## src/verilog/can_flags_pkg.sv

```systemverilog
package can_flags_pkg;

  // mailbox count and register geometry
  localparam int MB_COUNT = 16;
  localparam int FLAGS_W = 16;
  localparam int ADDR_W = 8;
  localparam int DATA_W = 32;

  // register byte offsets
  localparam logic [7:0] OFF_IRQ_FLAGS = 8'h00;
  localparam logic [7:0] OFF_RX_PEND = 8'h04;
  localparam logic [7:0] OFF_RF_PEND = 8'h08;
  localparam logic [7:0] OFF_UNREAD = 8'h0c;
  localparam logic [7:0] OFF_MB_MASK = 8'h10;
  localparam logic [7:0] OFF_TX_PEND = 8'h14;
  localparam logic [7:0] OFF_TX_ACK = 8'h18;
  localparam logic [7:0] OFF_ABORT_ACK = 8'h1c;
  localparam logic [7:0] OFF_CTRL = 8'h20;
  localparam logic [7:0] OFF_EVT_STATUS = 8'h24;
  localparam logic [7:0] OFF_EVT_MASK = 8'h28;

  // field positions
  localparam int BIT_UNREAD_FLAG = 9;
  localparam int BIT_EMPTY_FLAG = 8;
  localparam int BIT_NEW_MSG_CTRL = 0;
  localparam int EVT_UNREAD = 0;
  localparam int EVT_EMPTY = 1;
  localparam int EVT_W = 2;

  // reset values
  localparam logic [MB_COUNT-1:0] RST_MB_MASK = 16'h0000;
  localparam logic RST_NEW_MSG_CTRL = 1'b0;
  localparam logic [EVT_W-1:0] RST_EVT_MASK = 2'h0;

endpackage : can_flags_pkg

```

## src/verilog/apb_port.sv

```systemverilog
`timescale 1ns/1ps
// apb slave handshake: one wait state, registered answer
module apb_port (
  input wire logic clk,
  input wire logic nrst,
  input wire logic psel,
  input wire logic penable,
  input wire logic pwrite,
  input wire logic addr_ok,
  input wire logic [31:0] rdata,
  output logic pready,
  output logic [31:0] prdata,
  output logic pslverr,
  output logic wr_fire
);

  logic access;
  logic next_pready;
  logic [31:0] next_prdata;
  logic next_pslverr;

  always_comb begin
    access = psel & penable & ~pready;
    next_pready = access;
    next_prdata = (access && !pwrite && addr_ok) ? rdata : 32'h0000_0000;
    next_pslverr = access & ~addr_ok;
    // writes land only on the completing edge
    wr_fire = psel & penable & pready & pwrite & ~pslverr;
  end

  always_ff @(posedge clk or negedge nrst) begin
    if (!nrst) begin
      pready <= 1'b0;
      prdata <= 32'h0000_0000;
      pslverr <= 1'b0;
    end else begin
      pready <= next_pready;
      prdata <= next_prdata;
      pslverr <= next_pslverr;
    end
  end

endmodule : apb_port

```

## src/verilog/can_overrun_and_mailbox_empty_flags.sv

```systemverilog
// Operation
// - any arrival on a mailbox still pending, masked or not, marks it unread and raises the unread flag
// - unread flag reads one while any per-mailbox unread status bit is set
// - unread flag drops only after every unread status bit is cleared
// - writing one clears an unread status bit; writing zero does nothing
// - arrival on a still-pending mailbox is dropped or overwrites, per new-message control
// - unread flag is bit 9, resets to zero, read-only, ignores writes
// - mailbox-empty flag sets when an unmasked transmit or abort acknowledge sets
// - mailbox-empty flag clears itself once all acknowledge bits are clear
// - mailbox-empty flag is bit 8, resets zero, one means a mailbox is free
// - mailbox-empty flag rises on the first freed mailbox, not an empty queue
// - the flag register is a 16-bit status register
//
// The APB register port and the register offsets were left to the implementer.
`timescale 1ns/1ps
module can_overrun_and_mailbox_empty_flags
  import can_flags_pkg::*;
#(
  parameter int NUM_MB = MB_COUNT,
  localparam int IDX_W = $clog2(NUM_MB)
) (
  input wire logic clk,
  input wire logic nrst,
  input wire logic psel,
  input wire logic penable,
  input wire logic pwrite,
  input wire logic [ADDR_W-1:0] paddr,
  input wire logic [DATA_W-1:0] pwdata,
  output logic pready,
  output logic [DATA_W-1:0] prdata,
  output logic pslverr,
  input wire logic rx_arrive,
  input wire logic [IDX_W-1:0] rx_index,
  input wire logic rx_remote,
  input wire logic tx_done,
  input wire logic tx_abort_done,
  input wire logic [IDX_W-1:0] tx_index,
  output logic store_en,
  output logic [IDX_W-1:0] store_index,
  output logic unread_message_flag,
  output logic mailbox_empty_flag,
  output logic irq
);

  ////////////////////////////////////////////////////////////////////////////
  // decode helpers

  function automatic logic hit(input logic [ADDR_W-1:0] a, input logic [7:0] off);
    hit = (a == off);
  endfunction : hit

  function automatic logic [DATA_W-1:0] widen(input logic [NUM_MB-1:0] v);
    widen = DATA_W'(v);
  endfunction : widen

  ////////////////////////////////////////////////////////////////////////////
  // bus slave

  logic wr_fire;
  logic addr_ok;
  logic [DATA_W-1:0] rdata;
  logic [NUM_MB-1:0] wmb;

  apb_port u_apb (
    .clk(clk),
    .nrst(nrst),
    .psel(psel),
    .penable(penable),
    .pwrite(pwrite),
    .addr_ok(addr_ok),
    .rdata(rdata),
    .pready(pready),
    .prdata(prdata),
    .pslverr(pslverr),
    .wr_fire(wr_fire)
  );

  assign wmb = pwdata[NUM_MB-1:0];

  ////////////////////////////////////////////////////////////////////////////
  // per-mailbox status

  logic [NUM_MB-1:0] rx_pend;
  logic [NUM_MB-1:0] rf_pend;
  logic [NUM_MB-1:0] unread;
  logic [NUM_MB-1:0] tx_pend;
  logic [NUM_MB-1:0] tx_ack;
  logic [NUM_MB-1:0] abort_ack;
  logic [NUM_MB-1:0] next_unread;
  logic [NUM_MB-1:0] next_tx_ack;
  logic [NUM_MB-1:0] next_abort_ack;
  logic [NUM_MB-1:0] rx_pend_set;
  logic [NUM_MB-1:0] rf_pend_set;
  logic [NUM_MB-1:0] unread_set;
  logic [NUM_MB-1:0] tx_pend_set;
  logic [NUM_MB-1:0] tx_ack_set;
  logic [NUM_MB-1:0] abort_ack_set;
  logic [NUM_MB-1:0] rx_pend_clr;
  logic [NUM_MB-1:0] rf_pend_clr;
  logic [NUM_MB-1:0] unread_clr;
  logic [NUM_MB-1:0] tx_pend_clr;
  logic [NUM_MB-1:0] tx_ack_clr;
  logic [NUM_MB-1:0] abort_ack_clr;
  logic [NUM_MB-1:0] rx_onehot;
  logic [NUM_MB-1:0] tx_onehot;
  logic [NUM_MB-1:0] mb_mask;
  logic [NUM_MB-1:0] next_mb_mask;
  logic new_message_control;
  logic next_new_message_control;
  logic busy;
  logic overrun;
  logic accept;
  logic next_store_en;
  logic [IDX_W-1:0] next_store_index;

  always_comb begin
    rx_onehot = rx_arrive ? (NUM_MB'(1) << rx_index) : '0;
    tx_onehot = NUM_MB'(1) << tx_index;
    busy = |((rx_pend | rf_pend) & rx_onehot);
    overrun = rx_arrive & busy;
    // discard keeps the old frame, overwrite stores the new one over it
    accept = rx_arrive & (~busy | new_message_control);
    unread_set = overrun ? rx_onehot : '0;
    rx_pend_set = (accept && !rx_remote) ? rx_onehot : '0;
    rf_pend_set = (accept && rx_remote) ? rx_onehot : '0;
    rx_pend_clr = (wr_fire && hit(paddr, OFF_RX_PEND)) ? wmb : '0;
    rf_pend_clr = (wr_fire && hit(paddr, OFF_RF_PEND)) ? wmb : '0;
    unread_clr = (wr_fire && hit(paddr, OFF_UNREAD)) ? wmb : '0;
    tx_pend_set = (wr_fire && hit(paddr, OFF_TX_PEND)) ? wmb : '0;
    tx_ack_set = tx_done ? tx_onehot : '0;
    abort_ack_set = tx_abort_done ? tx_onehot : '0;
    tx_pend_clr = tx_ack_set | abort_ack_set;
    tx_ack_clr = (wr_fire && hit(paddr, OFF_TX_ACK)) ? wmb : '0;
    abort_ack_clr = (wr_fire && hit(paddr, OFF_ABORT_ACK)) ? wmb : '0;
    next_store_en = accept;
    next_store_index = accept ? rx_index : store_index;
    next_mb_mask = (wr_fire && hit(paddr, OFF_MB_MASK)) ? wmb : mb_mask;
    next_new_message_control = (wr_fire && hit(paddr, OFF_CTRL)) ? pwdata[BIT_NEW_MSG_CTRL] : new_message_control;
  end

  flag_bank #(.WIDTH(NUM_MB)) u_rx_pend (
    .clk(clk),
    .nrst(nrst),
    .set_bits(rx_pend_set),
    .clear_bits(rx_pend_clr),
    .bits(rx_pend),
    .next_bits()
  );

  flag_bank #(.WIDTH(NUM_MB)) u_rf_pend (
    .clk(clk),
    .nrst(nrst),
    .set_bits(rf_pend_set),
    .clear_bits(rf_pend_clr),
    .bits(rf_pend),
    .next_bits()
  );

  flag_bank #(.WIDTH(NUM_MB)) u_unread (
    .clk(clk),
    .nrst(nrst),
    .set_bits(unread_set),
    .clear_bits(unread_clr),
    .bits(unread),
    .next_bits(next_unread)
  );

  // a new request written in the completion cycle stays pending
  flag_bank #(.WIDTH(NUM_MB)) u_tx_pend (
    .clk(clk),
    .nrst(nrst),
    .set_bits(tx_pend_set),
    .clear_bits(tx_pend_clr),
    .bits(tx_pend),
    .next_bits()
  );

  flag_bank #(.WIDTH(NUM_MB)) u_tx_ack (
    .clk(clk),
    .nrst(nrst),
    .set_bits(tx_ack_set),
    .clear_bits(tx_ack_clr),
    .bits(tx_ack),
    .next_bits(next_tx_ack)
  );

  flag_bank #(.WIDTH(NUM_MB)) u_abort_ack (
    .clk(clk),
    .nrst(nrst),
    .set_bits(abort_ack_set),
    .clear_bits(abort_ack_clr),
    .bits(abort_ack),
    .next_bits(next_abort_ack)
  );

  always_ff @(posedge clk or negedge nrst) begin
    if (!nrst) begin
      mb_mask <= RST_MB_MASK[NUM_MB-1:0];
      new_message_control <= RST_NEW_MSG_CTRL;
      store_en <= 1'b0;
      store_index <= '0;
    end else begin
      mb_mask <= next_mb_mask;
      new_message_control <= next_new_message_control;
      store_en <= next_store_en;
      store_index <= next_store_index;
    end
  end

  ////////////////////////////////////////////////////////////////////////////
  // request flags

  logic ev_unread;
  logic ev_empty;
  logic next_unread_flag;
  logic next_empty_flag;

  always_comb begin
    ev_unread = overrun & |(rx_onehot & ~mb_mask);
    // any single freed unmasked mailbox counts; the rest of the queue is irrelevant
    ev_empty = |((tx_ack_set | abort_ack_set) & ~mb_mask);
    // status bits are cleared only through the unread bank, never here
    next_unread_flag = |next_unread;
    if (ev_empty) begin
      next_empty_flag = 1'b1;
    end else if (~|(next_tx_ack | next_abort_ack)) begin
      next_empty_flag = 1'b0;
    end else begin
      next_empty_flag = mailbox_empty_flag;
    end
  end

  always_ff @(posedge clk or negedge nrst) begin
    if (!nrst) begin
      unread_message_flag <= 1'b0;
      mailbox_empty_flag <= 1'b0;
    end else begin
      unread_message_flag <= next_unread_flag;
      mailbox_empty_flag <= next_empty_flag;
    end
  end

  ////////////////////////////////////////////////////////////////////////////
  // interrupt events

  logic [EVT_W-1:0] evt_status;
  logic [EVT_W-1:0] evt_mask;
  logic [EVT_W-1:0] next_evt_status;
  logic [EVT_W-1:0] next_evt_mask;
  logic [EVT_W-1:0] evt_set;
  logic [EVT_W-1:0] evt_clr;
  logic next_irq;

  always_comb begin
    evt_set = '0;
    evt_set[EVT_UNREAD] = ev_unread;
    evt_set[EVT_EMPTY] = ev_empty;
    evt_clr = (wr_fire && hit(paddr, OFF_EVT_STATUS)) ? pwdata[EVT_W-1:0] : '0;
    // set beats clear so an event in the clearing cycle survives
    next_evt_status = evt_set | (evt_status & ~evt_clr);
    next_evt_mask = (wr_fire && hit(paddr, OFF_EVT_MASK)) ? pwdata[EVT_W-1:0] : evt_mask;
    next_irq = |(next_evt_status & ~next_evt_mask);
  end

  always_ff @(posedge clk or negedge nrst) begin
    if (!nrst) begin
      evt_status <= '0;
      evt_mask <= RST_EVT_MASK;
      irq <= 1'b0;
    end else begin
      evt_status <= next_evt_status;
      evt_mask <= next_evt_mask;
      irq <= next_irq;
    end
  end

  ////////////////////////////////////////////////////////////////////////////
  // read mux

  logic [FLAGS_W-1:0] flags_word;

  always_comb begin
    flags_word = '0;
    flags_word[BIT_UNREAD_FLAG] = unread_message_flag;
    flags_word[BIT_EMPTY_FLAG] = mailbox_empty_flag;
    addr_ok = 1'b1;
    case (paddr)
      OFF_IRQ_FLAGS: rdata = DATA_W'(flags_word);
      OFF_RX_PEND: rdata = widen(rx_pend);
      OFF_RF_PEND: rdata = widen(rf_pend);
      OFF_UNREAD: rdata = widen(unread);
      OFF_MB_MASK: rdata = widen(mb_mask);
      OFF_TX_PEND: rdata = widen(tx_pend);
      OFF_TX_ACK: rdata = widen(tx_ack);
      OFF_ABORT_ACK: rdata = widen(abort_ack);
      OFF_CTRL: rdata = DATA_W'(new_message_control);
      OFF_EVT_STATUS: rdata = DATA_W'(evt_status);
      OFF_EVT_MASK: rdata = DATA_W'(evt_mask);
      default: begin
        rdata = '0;
        addr_ok = 1'b0;
      end
    endcase
  end

endmodule : can_overrun_and_mailbox_empty_flags

```

## src/verilog/flag_bank.sv

```systemverilog
`timescale 1ns/1ps
// bit vector set by one source and cleared by another; a set in the clearing cycle wins
module flag_bank #(
  parameter int WIDTH = 16
) (
  input wire logic clk,
  input wire logic nrst,
  input wire logic [WIDTH-1:0] set_bits,
  input wire logic [WIDTH-1:0] clear_bits,
  output logic [WIDTH-1:0] bits,
  output logic [WIDTH-1:0] next_bits
);

  always_comb begin
    next_bits = set_bits | (bits & ~clear_bits);
  end

  always_ff @(posedge clk or negedge nrst) begin
    if (!nrst) begin
      bits <= '0;
    end else begin
      bits <= next_bits;
    end
  end

endmodule : flag_bank
```

## config.mk

```make
export PLATFORM = sky130hd
export DESIGN_NAME = can_overrun_and_mailbox_empty_flags
export DESIGN_NICKNAME = d
export VERILOG_FILES = /design/src/verilog/can_flags_pkg.sv /design/src/verilog/apb_port.sv /design/src/verilog/can_overrun_and_mailbox_empty_flags.sv /design/src/verilog/flag_bank.sv
export SDC_FILE = /design/constraint.sdc
export NUM_CORES = 1
export LEC_CHECK = 0
export BUFFER_PORTS_ARGS = -buffer_cell sky130_fd_sc_hd__clkbuf_2
export CAP_MARGIN = 10
export CORE_ASPECT_RATIO = 1.75
export CORE_UTILIZATION = 58
export CTS_CLUSTER_DIAMETER = 40
export DETAILED_ROUTE_END_ITERATION = 10
export PLACE_DENSITY = 0.78
export SETUP_SLACK_MARGIN = 0.5
export SKIP_CTS_REPAIR_TIMING = 1
export SYNTH_ARGS = -nofsm -noshare
export SYNTH_HDL_FRONTEND = slang
export SYNTH_SLANG_ARGS = --single-unit
```

## constraint.sdc

```tcl
create_clock -name clk -period 3.1 [get_ports clk]
set_clock_uncertainty 0.15 [all_clocks]
set_input_delay 0.31 -clock clk [delete_from_list [all_inputs] [get_ports clk]]
set_output_delay 0.31 -clock clk [all_outputs]
set_load 0.05 [all_outputs]
```

==> impl_metrics.env <==
export IMPL_synth_top_area_share_pct=49.5
export IMPL_numCtsBuffers=17
export IMPL_cts_sinks=143
export IMPL_grt_antenna_before_repair=0
export IMPL_clkLatencyLatePin_ns=0.42
export IMPL_dpl_hpwl_um=18900
export IMPL_synthesis_area_um2=7230
export IMPL_avgRoutedWirePerCell_um=25.6
export IMPL_critPathKind="reg -> reg"
export IMPL_end_kind="register"
export IMPL_place_congestion=1.02
export IMPL_start_kind="register"
export IMPL_grt_pass1_wl_um=38900
export IMPL_yosysMostFrequentCell="dfrtp_1"
export IMPL_synth_area_leaders="dfrtp_1, a22o_1, nand2_1, a22oi_1, nor2_1"
export IMPL_ys_types=57
export IMPL_routed_wl_um=25800
export IMPL_cp_arrival_ns=2.91
export IMPL_via_per_inst=6.97
export IMPL_dr_pass1_iters=6
export IMPL_fin_nets=885
export IMPL_yosys_top_cells_count="dfrtp_1, nand2_1, a22o_1, nor2_1, clkbuf_1"
export IMPL_setup_viol=0
export IMPL_synth_ff_latch_count=143
export IMPL_ys_warnings_count=0
export IMPL_avgSynthCellArea_um2=9.76
export IMPL_syn_inst=741
export IMPL_first_iter_violations=1118
export IMPL_grt_pass1_vias=6860
export IMPL_hold_viol=1
export IMPL_synth_edf_count=0
export IMPL_finalNonFillerCells=1006
export IMPL_start_util_pct=59.9
export IMPL_place_inst=971
export IMPL_seq_area_um2=3580
export IMPL_p_leak_nw=3.73
export IMPL_maxSlewViolCount=0
export IMPL_vdd_drop_max_mv=0.518
export IMPL_seq_power_share_pct=44.5
export IMPL_synth_top_flop_cell="dfrtp_1"
export IMPL_drt_antenna_violating_nets=0
export IMPL_overflow=0
export IMPL_placement_io_buffers=66
export IMPL_dieHeight_um=150
export IMPL_synth_top_area_cell="dfrtp_1"
export IMPL_required_ns=3.24
export IMPL_syn_to_final_growth_pct=19.1
export IMPL_ys_seq_area_share_pct=49.5
export IMPL_async_flop_share_pct=100
export IMPL_num_rows=53
export IMPL_grt_usage_pct=41.6
export IMPL_io_pins=99
export IMPL_critical_path_max_fanout=16
export IMPL_dieArea_um2=12900
export IMPL_rsz0062_at_grt="yes"
export IMPL_p_clk_share_pct=41.3
export IMPL_hold_class="in -> reg"
export IMPL_die_w_um=86.4
export IMPL_multi_input_area_um2=3340
export IMPL_internal_power_mw=3.55
export IMPL_powerDensity_nw_per_um2=588
export IMPL_whs_ns=-0.0154
export IMPL_violations="hold timing"
export IMPL_status="complete, but fails checks"
export IMPL_cap_violations=0
export IMPL_drc_errors=0
export IMPL_htreeDepth=4
export IMPL_layout_min_cycle_time_ns=2.77
export IMPL_vias=7007
export IMPL_pwr_share_comb_pct=14.2
export IMPL_fin_crit_sh_pct=89.5
export IMPL_cts_tree="built"
export IMPL_p_sw_share_pct=30.0
export IMPL_clk_pin_slew_ns=0.06
export IMPL_maxSlewHeadroom_pct=51.0
export IMPL_fmaxAchievable_ghz=0.361
export IMPL_coreArea_um2=12100
export IMPL_root_buffer="clkbuf_16"
export IMPL_cts_buffer_depth=2
export IMPL_p_sw_mw=1.52
export IMPL_diodes=0
export IMPL_tightest_slew_ns=0.734
export IMPL_drive_above_1_share_pct=20.0
export IMPL_fillCellCount=971
export IMPL_tns_ns=0
export IMPL_grt_max_degree=76
[worst max-delay path, stage by stage (launching register included)]
cell and delay (ns):
dfrtp_1 0.37, nand4b_1 0.17, buf_4 0.18, nor4_4 0.21, buf_12 0.19, nand2_1 0.07
a21o_1 0.20, or4_1 0.58, or4_1 0.52
[worst paths after layout]
path | start | end | slack, ns | depth (start not counted)
hold reg to reg | u_unread.bits[9]$_DFF_PN0_ | u_unread.bits[9]$_DFF_PN0_ | 0.35 | 1
hold / removal | penable | u_apb.pready$_DFF_PN0_ | -0.02 | 3
setup / recovery | u_apb.pslverr$_DFF_PN0_ | unread_message_flag$_DFF_PN0_ | 0.33 | 8
min in group asynchronous | nrst | u_tx_ack.bits[12]$_DFF_PN0_ | 0.35 | 2
max in group asynchronous | nrst | mb_mask[4]$_DFFE_PN0P_ | 1.67 | 3
setup reg to reg | u_apb.pslverr$_DFF_PN0_ | unread_message_flag$_DFF_PN0_ | 0.33 | 8
[layout make-up]
class / instances / share of cell area [%]
Timing Repair Buffer: 119 / 9.28
Clock inverter: 15 / 2.00
Sequential cell: 143 / 41.5
Multi-Input combinational cell: 521 / 38.7
Inverter: 26 / 1.13
Clock buffer: 17 / 4.94
Tap cell: 165 / 2.40
[stage by stage]
step / utilization (%) / power, mW / area [µm²] / setup slack [ns] / hold slack (ns)
floorplan: - / 2.66 / 7320 / 0.155 / -0.136
CTS: 71.1 / 5.04 / 8590 / 0.208 / -0.207
global route: 71.4 / 5.20 / 8620 / 0.219 / 0.00995
finish: 71.4 / 5.07 / 8620 / 0.327 / -0.0154
detailed placement: 66.2 / 2.97 / 7990 / -0.0395 / 0.235
global placement: 66.2 / 2.94 / 7990 / -0.00216 / 0.224
[power by group through the flow]
stage / sequential [mW] / combinational (mW) / clock (mW)
6_report: 2.26 / 0.719 / 2.09
5_1_grt: 2.26 / 0.761 / 2.18
4_1_cts: 2.24 / 0.701 / 2.10
3_5_place_dp: 2.27 / 0.693 / 0
3_3_place_gp: 2.27 / 0.678 / 0
2_1_floorplan: 2.25 / 0.414 / 0
[state kept, by name, summed over array words and instances (netlist names), 2 cells and up]
register,cells
mb_mask,16
store_index,4
evt_mask,2
u_tx_pend.bits,16
u_apb.prdata,16
evt_status,2
u_rx_pend.bits,16
u_tx_ack.bits,16
u_unread.bits,16
u_rf_pend.bits,16
u_abort_ack.bits,16
[cells by family (layout without fill, tap and decap cells)]
family | count (synthesis) | in the layout | share of synthesized area [%]
buffers and inverters | 92 | 177 | 5.74
AOI/OAI and AO/OA | 215 | 215 | 23.5
DFF | 143 | 143 | 49.5
and+or+nand+nor | 274 | 274 | 18.8
muxes | 16 | 16 | 2.40
other | 1 | 16 | 0.0518
[routing by layer]
layer	GRT usage, %	share of wire [%]	routed length, µm	vias up
met5	0	0	0	-
met4	25.5	7.5	1920	0
met3	7.56	9.8	2530	149
met2	65.6	48	12300	531
met1	52.8	35	9010	3375
li1	-	-	-	2952
[placed cells by master (no fill, tap or decap), types with 4 or more instances in the layout]
cell / instances
a21o_1: 18
a21oi_1: 7
a222oi_1: 15
a22o_1: 57
a22oi_1: 31
a31oi_1: 15
a32oi_1: 15
buf_12: 5
buf_4: 47
clkbuf_16: 17
clkbuf_2: 65
conb_1: 16
dfrtp_1: 143
inv_1: 25
inv_6: 6
mux2_1: 5
mux2_2: 6
mux2i_1: 5
nand2_1: 108
nand2b_1: 8
nand3_1: 4
nor2_1: 47
nor2b_1: 11
nor3_1: 34
nor3b_1: 4
nor4_1: 16
nor4_2: 4
o21ai_1: 16
o2bb2ai_1: 4
o41ai_1: 15
or4_1: 11
Power figures use the tool's default switching activity.
